$ cat src/pkg/dbgev_defs.svh
`ifndef DBGEV_DEFS_SVH
`define DBGEV_DEFS_SVH
// Overview of operation
// - Value-compare events are synchronous when compare_async_select is 0, asynchronous when 1.
// - Every storage access of one instruction is checked separately for value compare.
// - Only cache_line_zero among cache operations may raise a value-compare event.
// - store_conditional_word without a reservation raises no value-compare write event.
// - String load or store with string_byte_count zero raises no value-compare event.
// - Branch-taken event needs its enable bit and a taken branch attempt.
// - External or wait mode: branch event sets status, suppresses, stops at branch.
// - Internal mode, interrupts allowed: branch event suppresses, debug interrupt, saves branch address.
// - Internal-only mode with interrupts blocked never raises a branch-taken event.
// - Trace mode: branch event sets status, reports on trace, execution continues.
// - Trap event needs its enable bit and a satisfied trap_word instruction attempt.
// - External or wait mode: trap event sets status, suppresses, stops at trap.
// - Internal mode, interrupts allowed: trap event suppresses, debug interrupt, saves trap address.
// - Internal-only, interrupts blocked: trap sets status and imprecise flag, program interrupt, delayed.
// - Trace mode: trap event sets status, reports on trace, execution continues.
// - Exit-handler event needs its enable bit and any of three return instructions.
// - External or wait mode: return event sets status, suppresses, stops at return.
// - Internal mode, interrupts allowed: return suppressed, debug interrupt, saves return address.
// - Internal-only, interrupts blocked: only the non-critical return raises the event.
// - That return sets status and imprecise flag, executes; delayed interrupt follows unless cleared.
// - Trace mode: return event sets status, reports on trace, execution continues.
// - Value-compare events share the per-comparator read or write status bits.

// Register byte offsets
`define DBGEV_OFS_ENABLE   8'h00
`define DBGEV_OFS_MODE     8'h04
`define DBGEV_OFS_VCCTL    8'h08
`define DBGEV_OFS_VALUE1   8'h0c
`define DBGEV_OFS_VALUE2   8'h10
`define DBGEV_OFS_STATUS   8'h14
`define DBGEV_OFS_SAVEPC   8'h18

// Event enable and status bit positions (status bit 7 is the imprecise flag)
`define DBGEV_B_BRANCH 0
`define DBGEV_B_TRAP   1
`define DBGEV_B_EXIT   2
`define DBGEV_B_C1R    3
`define DBGEV_B_C1W    4
`define DBGEV_B_C2R    5
`define DBGEV_B_C2W    6
`define DBGEV_B_IMPR   7
`define DBGEV_EV_MASK  8'h7f

// Mode register bit positions
`define DBGEV_M_EXT   0
`define DBGEV_M_WAIT  1
`define DBGEV_M_INT   2
`define DBGEV_M_TRACE 3

// Value-compare control field positions
`define DBGEV_VC_ASYNC 0
`define DBGEV_VC_BE1   4
`define DBGEV_VC_BE2   8
`define DBGEV_VC_M1    12
`define DBGEV_VC_M2    14

// Comparison modes
`define DBGEV_CMP_AND   2'h1
`define DBGEV_CMP_OR    2'h2
`define DBGEV_CMP_ANDOR 2'h3

// Reset values
`define DBGEV_RST_ZERO 32'h0000_0000
`endif

$ cat src/pkg/dbgev_pkg.sv
package dbgev_pkg;

  // Instruction classes seen by the event logic
  typedef enum logic [3:0] {
    DBGEV_OP_NONE       = 4'h0,
    DBGEV_OP_BRANCH     = 4'h1,
    DBGEV_OP_TRAP       = 4'h2,
    DBGEV_OP_RFI        = 4'h3,
    DBGEV_OP_RFCI       = 4'h4,
    DBGEV_OP_RFMCI      = 4'h5,
    DBGEV_OP_LOAD       = 4'h6,
    DBGEV_OP_STORE      = 4'h7,
    DBGEV_OP_LINE_ZERO  = 4'h8,
    DBGEV_OP_CACHE_OTH  = 4'h9,
    DBGEV_OP_STCOND     = 4'ha,
    DBGEV_OP_STRING     = 4'hb
  } dbgev_op_t;

  // One instruction attempt from the core
  typedef struct packed {
    logic        valid;
    dbgev_op_t   op;
    logic        cond_ok;   // Branch taken or trap condition true
    logic [31:0] pc;
  } dbgev_instr_t;

  // One storage access; a multi-access instruction sends one per cycle
  typedef struct packed {
    logic        valid;
    dbgev_op_t   op;
    logic        is_write;
    logic        resv_held;     // Reservation present for conditional store
    logic        count_zero;    // String byte count is zero
    logic [1:0]  addr_hit;      // Address comparators 1 and 2 matched
    logic [3:0]  lanes;         // Bytes accessed in the aligned word, bit 0 = lane 0
    logic [31:0] data;          // Lane 0 in bits 31:24
    logic [31:0] pc;
  } dbgev_access_t;

  // Action handed back to the core and trace port
  typedef struct packed {
    logic        suppress;
    logic        stop;
    logic        debug_irq;
    logic        prog_irq;
    logic        trace;
    logic [6:0]  trace_kind;
    logic [31:0] pc;
  } dbgev_action_t;

endpackage

$ cat src/hw/dbgev_detect.sv
// Local design decisions: the APB register port and the register addresses.
`timescale 1ns/100ps
`include "dbgev_defs.svh"

module dbgev_detect (
  input  wire logic                   clk_sys,
  input  wire logic                   rst_n,
  // APB slave
  input  wire logic                   psel,
  input  wire logic                   penable,
  input  wire logic                   pwrite,
  input  wire logic [7:0]             paddr,
  input  wire logic [31:0]            pwdata,
  output logic                        pready,
  output logic [31:0]                 prdata,
  output logic                        pslverr,
  // Core side
  input  wire logic                   break_interrupt_allow,
  input  wire dbgev_pkg::dbgev_instr_t  instr,
  input  wire dbgev_pkg::dbgev_access_t acc,
  output dbgev_pkg::dbgev_action_t    action,
  output logic                        delayed_irq
);

  // Software-visible state
  logic [7:0]  debug_event_enable_reg;
  logic [3:0]  mode;
  logic [15:0] value_compare_control_reg;
  logic [31:0] value1;
  logic [31:0] value2;
  logic [7:0]  debug_status_reg;
  logic [31:0] critical_save_pc;
  logic        pending;

  // Mode decode
  logic ext_or_wait;
  logic int_allow;
  logic int_only;
  logic trace_only;
  logic any_mode;
  logic irq_allow;

  assign irq_allow   = break_interrupt_allow;
  assign ext_or_wait = mode[`DBGEV_M_EXT] | mode[`DBGEV_M_WAIT];
  assign int_allow   = mode[`DBGEV_M_INT] & ~ext_or_wait & irq_allow;
  assign int_only    = mode[`DBGEV_M_INT] & ~ext_or_wait & ~irq_allow;
  assign trace_only  = mode[`DBGEV_M_TRACE] & ~ext_or_wait & ~mode[`DBGEV_M_INT];
  assign any_mode    = ext_or_wait | mode[`DBGEV_M_INT] | mode[`DBGEV_M_TRACE];

  // Data value comparison of the accessed lanes against one reference word
  function automatic logic value_hit(input logic [1:0]  cmode,
                                     input logic [3:0]  be,
                                     input logic [31:0] ref_word,
                                     input logic [3:0]  lanes,
                                     input logic [31:0] data);
    logic [3:0] eq;
    logic       hit;
    eq  = 4'h0;
    hit = 1'b0;
    for (int i = 0; i < 4; i++) begin
      eq[i] = lanes[i] & (data[31-8*i -: 8] == ref_word[31-8*i -: 8]);
    end
    unique case (cmode)
      `DBGEV_CMP_AND:   hit = ((be & ~eq) == 4'h0);
      `DBGEV_CMP_OR:    hit = |(be & eq);
      `DBGEV_CMP_ANDOR: hit = ((be[1:0] != 2'h0) & ((be[1:0] & ~eq[1:0]) == 2'h0)) |
                              ((be[3:2] != 2'h0) & ((be[3:2] & ~eq[3:2]) == 2'h0));
      default:          hit = 1'b0;
    endcase
    return hit & (be != 4'h0);
  endfunction

  // Which accesses may raise a value-compare event at all
  logic acc_ok;
  always_comb begin
    acc_ok = 1'b0;
    if (acc.valid) begin
      unique case (acc.op)
        dbgev_pkg::DBGEV_OP_LOAD,
        dbgev_pkg::DBGEV_OP_STORE:     acc_ok = 1'b1;
        dbgev_pkg::DBGEV_OP_LINE_ZERO: acc_ok = 1'b1;
        dbgev_pkg::DBGEV_OP_STCOND:    acc_ok = acc.resv_held;
        dbgev_pkg::DBGEV_OP_STRING:    acc_ok = ~acc.count_zero;
        default:                       acc_ok = 1'b0;
      endcase
    end
  end

  // Per-comparator value events for this single access
  logic [1:0] vc_hit;
  logic [3:0] vc_set;
  logic       vc_any;
  logic       vc_sync;
  logic       vc_async;

  assign vc_hit[0] = acc_ok & acc.addr_hit[0] &
                     value_hit(value_compare_control_reg[`DBGEV_VC_M1 +: 2],
                               value_compare_control_reg[`DBGEV_VC_BE1 +: 4],
                               value1, acc.lanes, acc.data);
  assign vc_hit[1] = acc_ok & acc.addr_hit[1] &
                     value_hit(value_compare_control_reg[`DBGEV_VC_M2 +: 2],
                               value_compare_control_reg[`DBGEV_VC_BE2 +: 4],
                               value2, acc.lanes, acc.data);

  // Shared read and write status bits of the address comparators
  assign vc_set[0] = vc_hit[0] & ~acc.is_write & debug_event_enable_reg[`DBGEV_B_C1R];
  assign vc_set[1] = vc_hit[0] &  acc.is_write & debug_event_enable_reg[`DBGEV_B_C1W];
  assign vc_set[2] = vc_hit[1] & ~acc.is_write & debug_event_enable_reg[`DBGEV_B_C2R];
  assign vc_set[3] = vc_hit[1] &  acc.is_write & debug_event_enable_reg[`DBGEV_B_C2W];

  assign vc_any   = (|vc_set) & any_mode;
  assign vc_sync  = vc_any & ~value_compare_control_reg[`DBGEV_VC_ASYNC];
  assign vc_async = vc_any &  value_compare_control_reg[`DBGEV_VC_ASYNC];

  // Instruction events
  logic is_exit;
  logic branch_ev;
  logic trap_ev;
  logic exit_ev;
  logic instr_ev;

  assign is_exit   = instr.valid & ((instr.op == dbgev_pkg::DBGEV_OP_RFI) |
                                    (instr.op == dbgev_pkg::DBGEV_OP_RFCI) |
                                    (instr.op == dbgev_pkg::DBGEV_OP_RFMCI));
  assign branch_ev = debug_event_enable_reg[`DBGEV_B_BRANCH] & instr.valid & instr.cond_ok &
                     (instr.op == dbgev_pkg::DBGEV_OP_BRANCH) &
                     (ext_or_wait | int_allow | trace_only);
  assign trap_ev   = debug_event_enable_reg[`DBGEV_B_TRAP] & instr.valid & instr.cond_ok &
                     (instr.op == dbgev_pkg::DBGEV_OP_TRAP) & any_mode;
  assign exit_ev   = debug_event_enable_reg[`DBGEV_B_EXIT] & is_exit &
                     (ext_or_wait | int_allow | trace_only |
                      (int_only & (instr.op == dbgev_pkg::DBGEV_OP_RFI)));
  assign instr_ev  = branch_ev | trap_ev | exit_ev;

  // Response to this cycle's events
  dbgev_pkg::dbgev_action_t next_action;
  logic                     next_impr;
  logic                     next_pending_set;
  always_comb begin
    next_action            = '0;
    next_impr              = 1'b0;
    next_pending_set       = 1'b0;
    next_action.pc         = instr_ev ? instr.pc : acc.pc;
    next_action.trace_kind = {vc_set, exit_ev, trap_ev, branch_ev};
    if (instr_ev | vc_any) begin
      if (ext_or_wait) begin
        // Stop at the offending instruction
        next_action.suppress = instr_ev | vc_sync;
        next_action.stop     = 1'b1;
      end else if (int_allow) begin
        // Precise debug interrupt, or imprecise for an asynchronous compare
        next_action.suppress  = instr_ev | vc_sync;
        next_action.debug_irq = 1'b1;
        next_impr             = vc_async & ~instr_ev;
      end else if (int_only) begin
        // Interrupts blocked: record imprecisely, interrupt later
        next_impr            = 1'b1;
        next_pending_set     = 1'b1;
        next_action.suppress = trap_ev;
        next_action.prog_irq = trap_ev;
      end else begin
        // Trace only: report, never interfere
        next_action.trace = 1'b1;
      end
    end
  end

  // Status set wins over a software clear in the same cycle
  logic [7:0] status_set;
  logic [7:0] status_clr;
  logic       status_wr;
  logic       apb_done;

  assign apb_done   = psel & penable & pready;
  assign status_wr  = apb_done & pwrite & (paddr == `DBGEV_OFS_STATUS);
  assign status_clr = status_wr ? pwdata[7:0] : 8'h00;
  assign status_set = {next_impr, vc_set & {4{any_mode}}, exit_ev, trap_ev, branch_ev};

  always_ff @(posedge clk_sys or negedge rst_n) begin
    if (!rst_n) begin
      debug_status_reg <= 8'h00;
    end else begin
      debug_status_reg <= (debug_status_reg & ~status_clr) | status_set;
    end
  end

  // Action outputs, one cycle after the attempt
  always_ff @(posedge clk_sys or negedge rst_n) begin
    if (!rst_n) begin
      action <= '0;
    end else begin
      action <= next_action;
    end
  end

  // Saved address for the debug interrupt handler
  always_ff @(posedge clk_sys or negedge rst_n) begin
    if (!rst_n) begin
      critical_save_pc <= `DBGEV_RST_ZERO;
    end else if (next_action.debug_irq) begin
      critical_save_pc <= next_action.pc;
    end
  end

  // Delayed interrupt once interrupts are allowed and status still holds an event
  logic fire_delayed;
  assign fire_delayed = pending & irq_allow & ((debug_status_reg & `DBGEV_EV_MASK) != 8'h00) &
                        mode[`DBGEV_M_INT] & ~ext_or_wait;

  always_ff @(posedge clk_sys or negedge rst_n) begin
    if (!rst_n) begin
      pending     <= 1'b0;
      delayed_irq <= 1'b0;
    end else begin
      delayed_irq <= fire_delayed;
      if (next_pending_set) begin
        pending <= 1'b1;
      end else if (fire_delayed | ((debug_status_reg & `DBGEV_EV_MASK) == 8'h00)) begin
        pending <= 1'b0;
      end
    end
  end

  // Register address decode
  function automatic logic mapped(input logic [7:0] a);
    return (a == `DBGEV_OFS_ENABLE) | (a == `DBGEV_OFS_MODE) | (a == `DBGEV_OFS_VCCTL) |
           (a == `DBGEV_OFS_VALUE1) | (a == `DBGEV_OFS_VALUE2) | (a == `DBGEV_OFS_STATUS) |
           (a == `DBGEV_OFS_SAVEPC);
  endfunction

  // APB handshake: one wait state, answer registered
  always_ff @(posedge clk_sys or negedge rst_n) begin
    if (!rst_n) begin
      pready  <= 1'b0;
      pslverr <= 1'b0;
      prdata  <= `DBGEV_RST_ZERO;
    end else begin
      pready  <= psel & penable & ~pready;
      pslverr <= psel & penable & ~pready & ~mapped(paddr);
      if (psel & penable & ~pready & ~pwrite) begin
        unique case (paddr)
          `DBGEV_OFS_ENABLE: prdata <= {24'h000000, debug_event_enable_reg};
          `DBGEV_OFS_MODE:   prdata <= {28'h0000000, mode};
          `DBGEV_OFS_VCCTL:  prdata <= {16'h0000, value_compare_control_reg};
          `DBGEV_OFS_VALUE1: prdata <= value1;
          `DBGEV_OFS_VALUE2: prdata <= value2;
          `DBGEV_OFS_STATUS: prdata <= {24'h000000, debug_status_reg};
          `DBGEV_OFS_SAVEPC: prdata <= critical_save_pc;
          default:           prdata <= `DBGEV_RST_ZERO;
        endcase
      end
    end
  end

  // Writable control registers
  always_ff @(posedge clk_sys or negedge rst_n) begin
    if (!rst_n) begin
      debug_event_enable_reg    <= 8'h00;
      mode                      <= 4'h0;
      value_compare_control_reg <= 16'h0000;
      value1                    <= `DBGEV_RST_ZERO;
      value2                    <= `DBGEV_RST_ZERO;
    end else if (apb_done & pwrite) begin
      unique case (paddr)
        `DBGEV_OFS_ENABLE: debug_event_enable_reg    <= {1'b0, pwdata[6:0]};
        `DBGEV_OFS_MODE:   mode                      <= pwdata[3:0];
        `DBGEV_OFS_VCCTL:  value_compare_control_reg <= pwdata[15:0];
        `DBGEV_OFS_VALUE1: value1                    <= pwdata;
        `DBGEV_OFS_VALUE2: value2                    <= pwdata;
        default:           value1                    <= value1;
      endcase
    end
  end

endmodule

$ cat config.mk
export PLATFORM = sky130hd
export DESIGN_NAME = dbgev_detect
export DESIGN_NICKNAME = d
export VERILOG_FILES = /design/src/pkg/dbgev_pkg.sv /design/src/hw/dbgev_detect.sv
export VERILOG_INCLUDE_DIRS = /design/src /design/src/pkg
export SDC_FILE = /design/constraint.sdc
export NUM_CORES = 1
export LEC_CHECK = 0
export ABC_CLOCK_PERIOD_IN_PS = 2300
export BUFFER_PORTS_ARGS = -buffer_cell sky130_fd_sc_hd__clkbuf_2
export CAP_MARGIN = 20
export CORE_ASPECT_RATIO = 1.2
export CORE_UTILIZATION = 35
export CTS_BUF_LIST = sky130_fd_sc_hd__clkbuf_8
export DETAILED_ROUTE_END_ITERATION = 8
export HOLD_SLACK_MARGIN = 0.1
export SYNTH_ARGS = -nofsm -noshare
export SYNTH_HDL_FRONTEND = slang
export SYNTH_SLANG_ARGS = --single-unit
$ cat constraint.sdc
create_clock -name clk_sys -period 2.3 [get_ports clk_sys]
set_input_delay 0.115 -clock clk_sys [delete_from_list [all_inputs] [get_ports clk_sys]]
set_output_delay 0.115 -clock clk_sys [all_outputs]
set_load 0.005 [all_outputs]
==> flow_metrics.py <==
metrics = {
    "timing": {
        "tightest_slew_ns": 0.7166,
        "skew_ns": 0.03840,
        "slew_headroom_pct": 52.22,
        "period_share_pct": 112.9,
        "finalSetupViolations": 34,
        "min_period_ns": 2.597,
        "hold_viol": 0,
        "setup_slack_ns": -0.2969,
        "fmax_mhz": 385.1,
        "rsz0062_at_grt": "yes",
        "setup_tns_ns": -8.670,
        "final_max_slew_viol_count": 0,
    },
    "yosys": {
        "yosysTopAreaCell": "dfrtp_1",
        "seq_area_frac_synth_pct": 53.22,
        "synthMostInstantiatedCell": "dfrtp_1",
        "synth_cells": 807,
        "syn_nets": 969,
        "synth.avg_cell_area_sq_um": 12.29,
        "synth-seq-cells": 211,
        "synth_top_area_share_pct": 53.22,
        "synth_area_sq_mm": 0.009922,
        "ys_warn_count": 0,
        "synth_commonest_cells": "dfrtp_1, mux2_2, nand2_1",
        "synthFlopType": "dfrtp_1",
        "synth_area_leaders": "dfrtp_1, mux2_2, mux2_4, xnor2_1, a22oi_1",
        "synth_edf_count": 0,
        "async_reset_ff_share_pct": 100.0,
        "synth.distinct_cells": 62,
    },
    "floorplanning": {
        "die_w_um": 155.7,
        "die_h_um": 186.4,
        "die-area_sq_mm": 0.02903,
        "num_rows": 67,
        "io_pins": 241,
        "core_sq_mm": 0.02792,
        "initial_core_util_pct": 35.54,
    },
    "final_layout": {
        "design_area_sq_mm": 0.01483,
        "diodes": 0,
        "num-nets-final": 1467,
        "area_delta_synth_final_pct": 49.51,
        "instances_no_fill": 1711,
        "regMostFlops": "action",
        "largest_reg_flops": 44,
        "drive_gt1_share_pct": 48.05,
    },
    "cts": {
        "cts-buffers-inserted": 38,
        "clkTransAtPathRegs_ns": 0.07,
        "cts_num_sinks": 211,
        "cts_max_level": 2,
        "clockBufferDepth": 3,
        "cts_tree": "built",
        "cts_root_buffer": "clkbuf_8",
        "clk_latency_ns": 0.53,
    },
    "placement": {
        "placed_area_sq_mm": 0.01257,
        "place_ws_ns": -0.3467,
        "hpwlAfterDp_um": 22220,
        "place_inst": 1523,
        "port_buffers": 240,
        "place.gp.congestion": 0.8406,
    },
    "worst_setup_path": {
        "critPathKind": "reg -> reg",
        "critical_path.n_buffers_inverters": 4,
        "crit_path_max_fanout": 6,
        "cp_slowest_cell": "dfrtp_1",
        "rr_startpoint": "value1[18]$_DFFE_PN0P_",
        "critPathLaunch": "value1[18]$_DFFE_PN0P_",
        "crit_chain": "xor2_1, nor4_2, buf_4, nand3_2, a22oi_2, buf_4, nand4_1, o221ai_2, o21ai_4, buf_6, buf_12, mux2_4",
        "cp.required_ns": 2.70,
        "startpoint_type": "flop",
        "critPathMaxStageDelay_ns": 0.39,
        "path_common_cell": "buf_4",
        "crit_path_end_kind": "flop",
        "cp.arrival_ns": 3.00,
        "cp_top_family": "buffers and inverters",
    },
    "routing": {
        "drtIter0Drc": 437,
        "vias": 8428,
        "vias_per_cell": 4.926,
        "drc_errors": 0,
        "ant_nets": 0,
        "wl_um": 32380,
        "dr.pass1.iters": 5,
        "wl_per_cell_um": 18.93,
    },
    "power": {
        "switching_share_pct": 24.65,
        "p_clk_share_pct": 44.1,
        "ir_drop_mv": 0.3231,
        "finalPower_mw": 8.573,
        "pwr-share-seq_pct": 45.3,
        "p_sw_mw": 2.113,
        "p_per_area_mw_per_mm2": 577.9,
        "power_frac_comb_pct": 10.6,
        "intPower_mw": 6.460,
        "cellLeakagePower_nw": 7.330,
    },
    "outcome": {
        "violations": "setup timing",
        "outcome": "complete, but fails checks",
    },
    "run": {
        "cap_violations": 0,
    },
    "global_route": {
        "grt_use_total_pct": 22.35,
        "grt_max_degree": 74,
        "grt-ovfl-total": 0,
        "grt_pass1_wl_um": 49510,
        "antenna_found_initial": 0,
        "grt_pass1_vias": 8932,
    },
    "hold_path": {
        "hold_class": "in -> async",
    },
}
==> power by group through the flow <==
stage | Sequential [mW] | Clock [mW] | Combinational (mW)
floorplan | 3.96 | 0 | 0.229
global placement | 3.95 | 0 | 0.747
detailed placement | 3.95 | 0 | 0.753
CTS | 3.88 | 3.88 | 0.909
global route | 3.89 | 4.04 | 0.987
finish | 3.88 | 3.78 | 0.907
==> layout make-up <==
| type | count | area, sq um |
|---|---|---|
| multi-input cells | 547 | 4614 |
| flip-flops and latches | 211 | 5284 |
| repair buffers | 497 | 3603 |
| clock buffers | 49 | 674.4 |
| well taps | 379 | 474.2 |
| inverters | 10 | 37.54 |
| clock inverters | 18 | 146.4 |
| fillers | 2443 | 13080 |
==> routing by layer <==
metal	share of wire, %	global-route usage [%]	up-vias
li1	-	-	3914
met2	52	39.39	269
met1	40	26.92	4177
met4	3.5	9.314	0
met5	0	0	-
met3	4.6	3.460	68
==> metrics by stage <==
step                      hold slack (ns)  utilization, %
after detailed placement           0.1405           45.04
after global placement             0.1451           45.04
final                              0.1468           53.14
after CTS                          0.1406           52.93
after global routing               0.1984           53.14
after floorplan                   -0.1806               -
==> logic make-up after synthesis <==
logic type	after synthesis	share of synthesized area (%)
AOI/OAI and AO/OA	125	8.752
xor gates and xnor gates	64	5.649
buffers and inverters	49	2.724
DFF	211	53.22
muxes	165	20.03
and+or+nand+nor	193	9.634
==> cells in the final DEF, fill, tap and decap left out, types with 23 or more instances in the layout <==
master           n
nor2_1          38
dfrtp_1        208
mux2_2          98
buf_4          125
o21ai_0         27
mux2_4          47
xnor2_1         33
a31oi_1         23
a22oi_1         38
clkbuf_8        49
nand2_1         76
clkbuf_2       239
xor2_1          29
dlygate4sd3_1  111
==> worst paths after layout <==
check,to,slack (ns),cells after the start
min reg2reg,prdata[5]$_DFFE_PN0P_,0.48,2
max,critical_save_pc[13]$_DFFE_PN0P_,-0.30,12
max in group asynchronous,pready$_DFF_PN0_,1.35,3
max reg2reg,critical_save_pc[13]$_DFFE_PN0P_,-0.30,12
min,action[18]$_DFF_PN0_,0.15,2
min in group clk_sys,pslverr$_DFF_PN0_,0.18,4
==> timing repair <==
action / in CTS / in global routing
resized for setup: 55 / 9
cloned: 2 / 0
hold endpoints to repair: 359 / 0
pin swaps: 15 / 6
buffers inserted: 11 / 3
endpoints found under the setup margin: 72 / 54
hold buffers: 111 / 0
(Power assumes the default switching activity.)
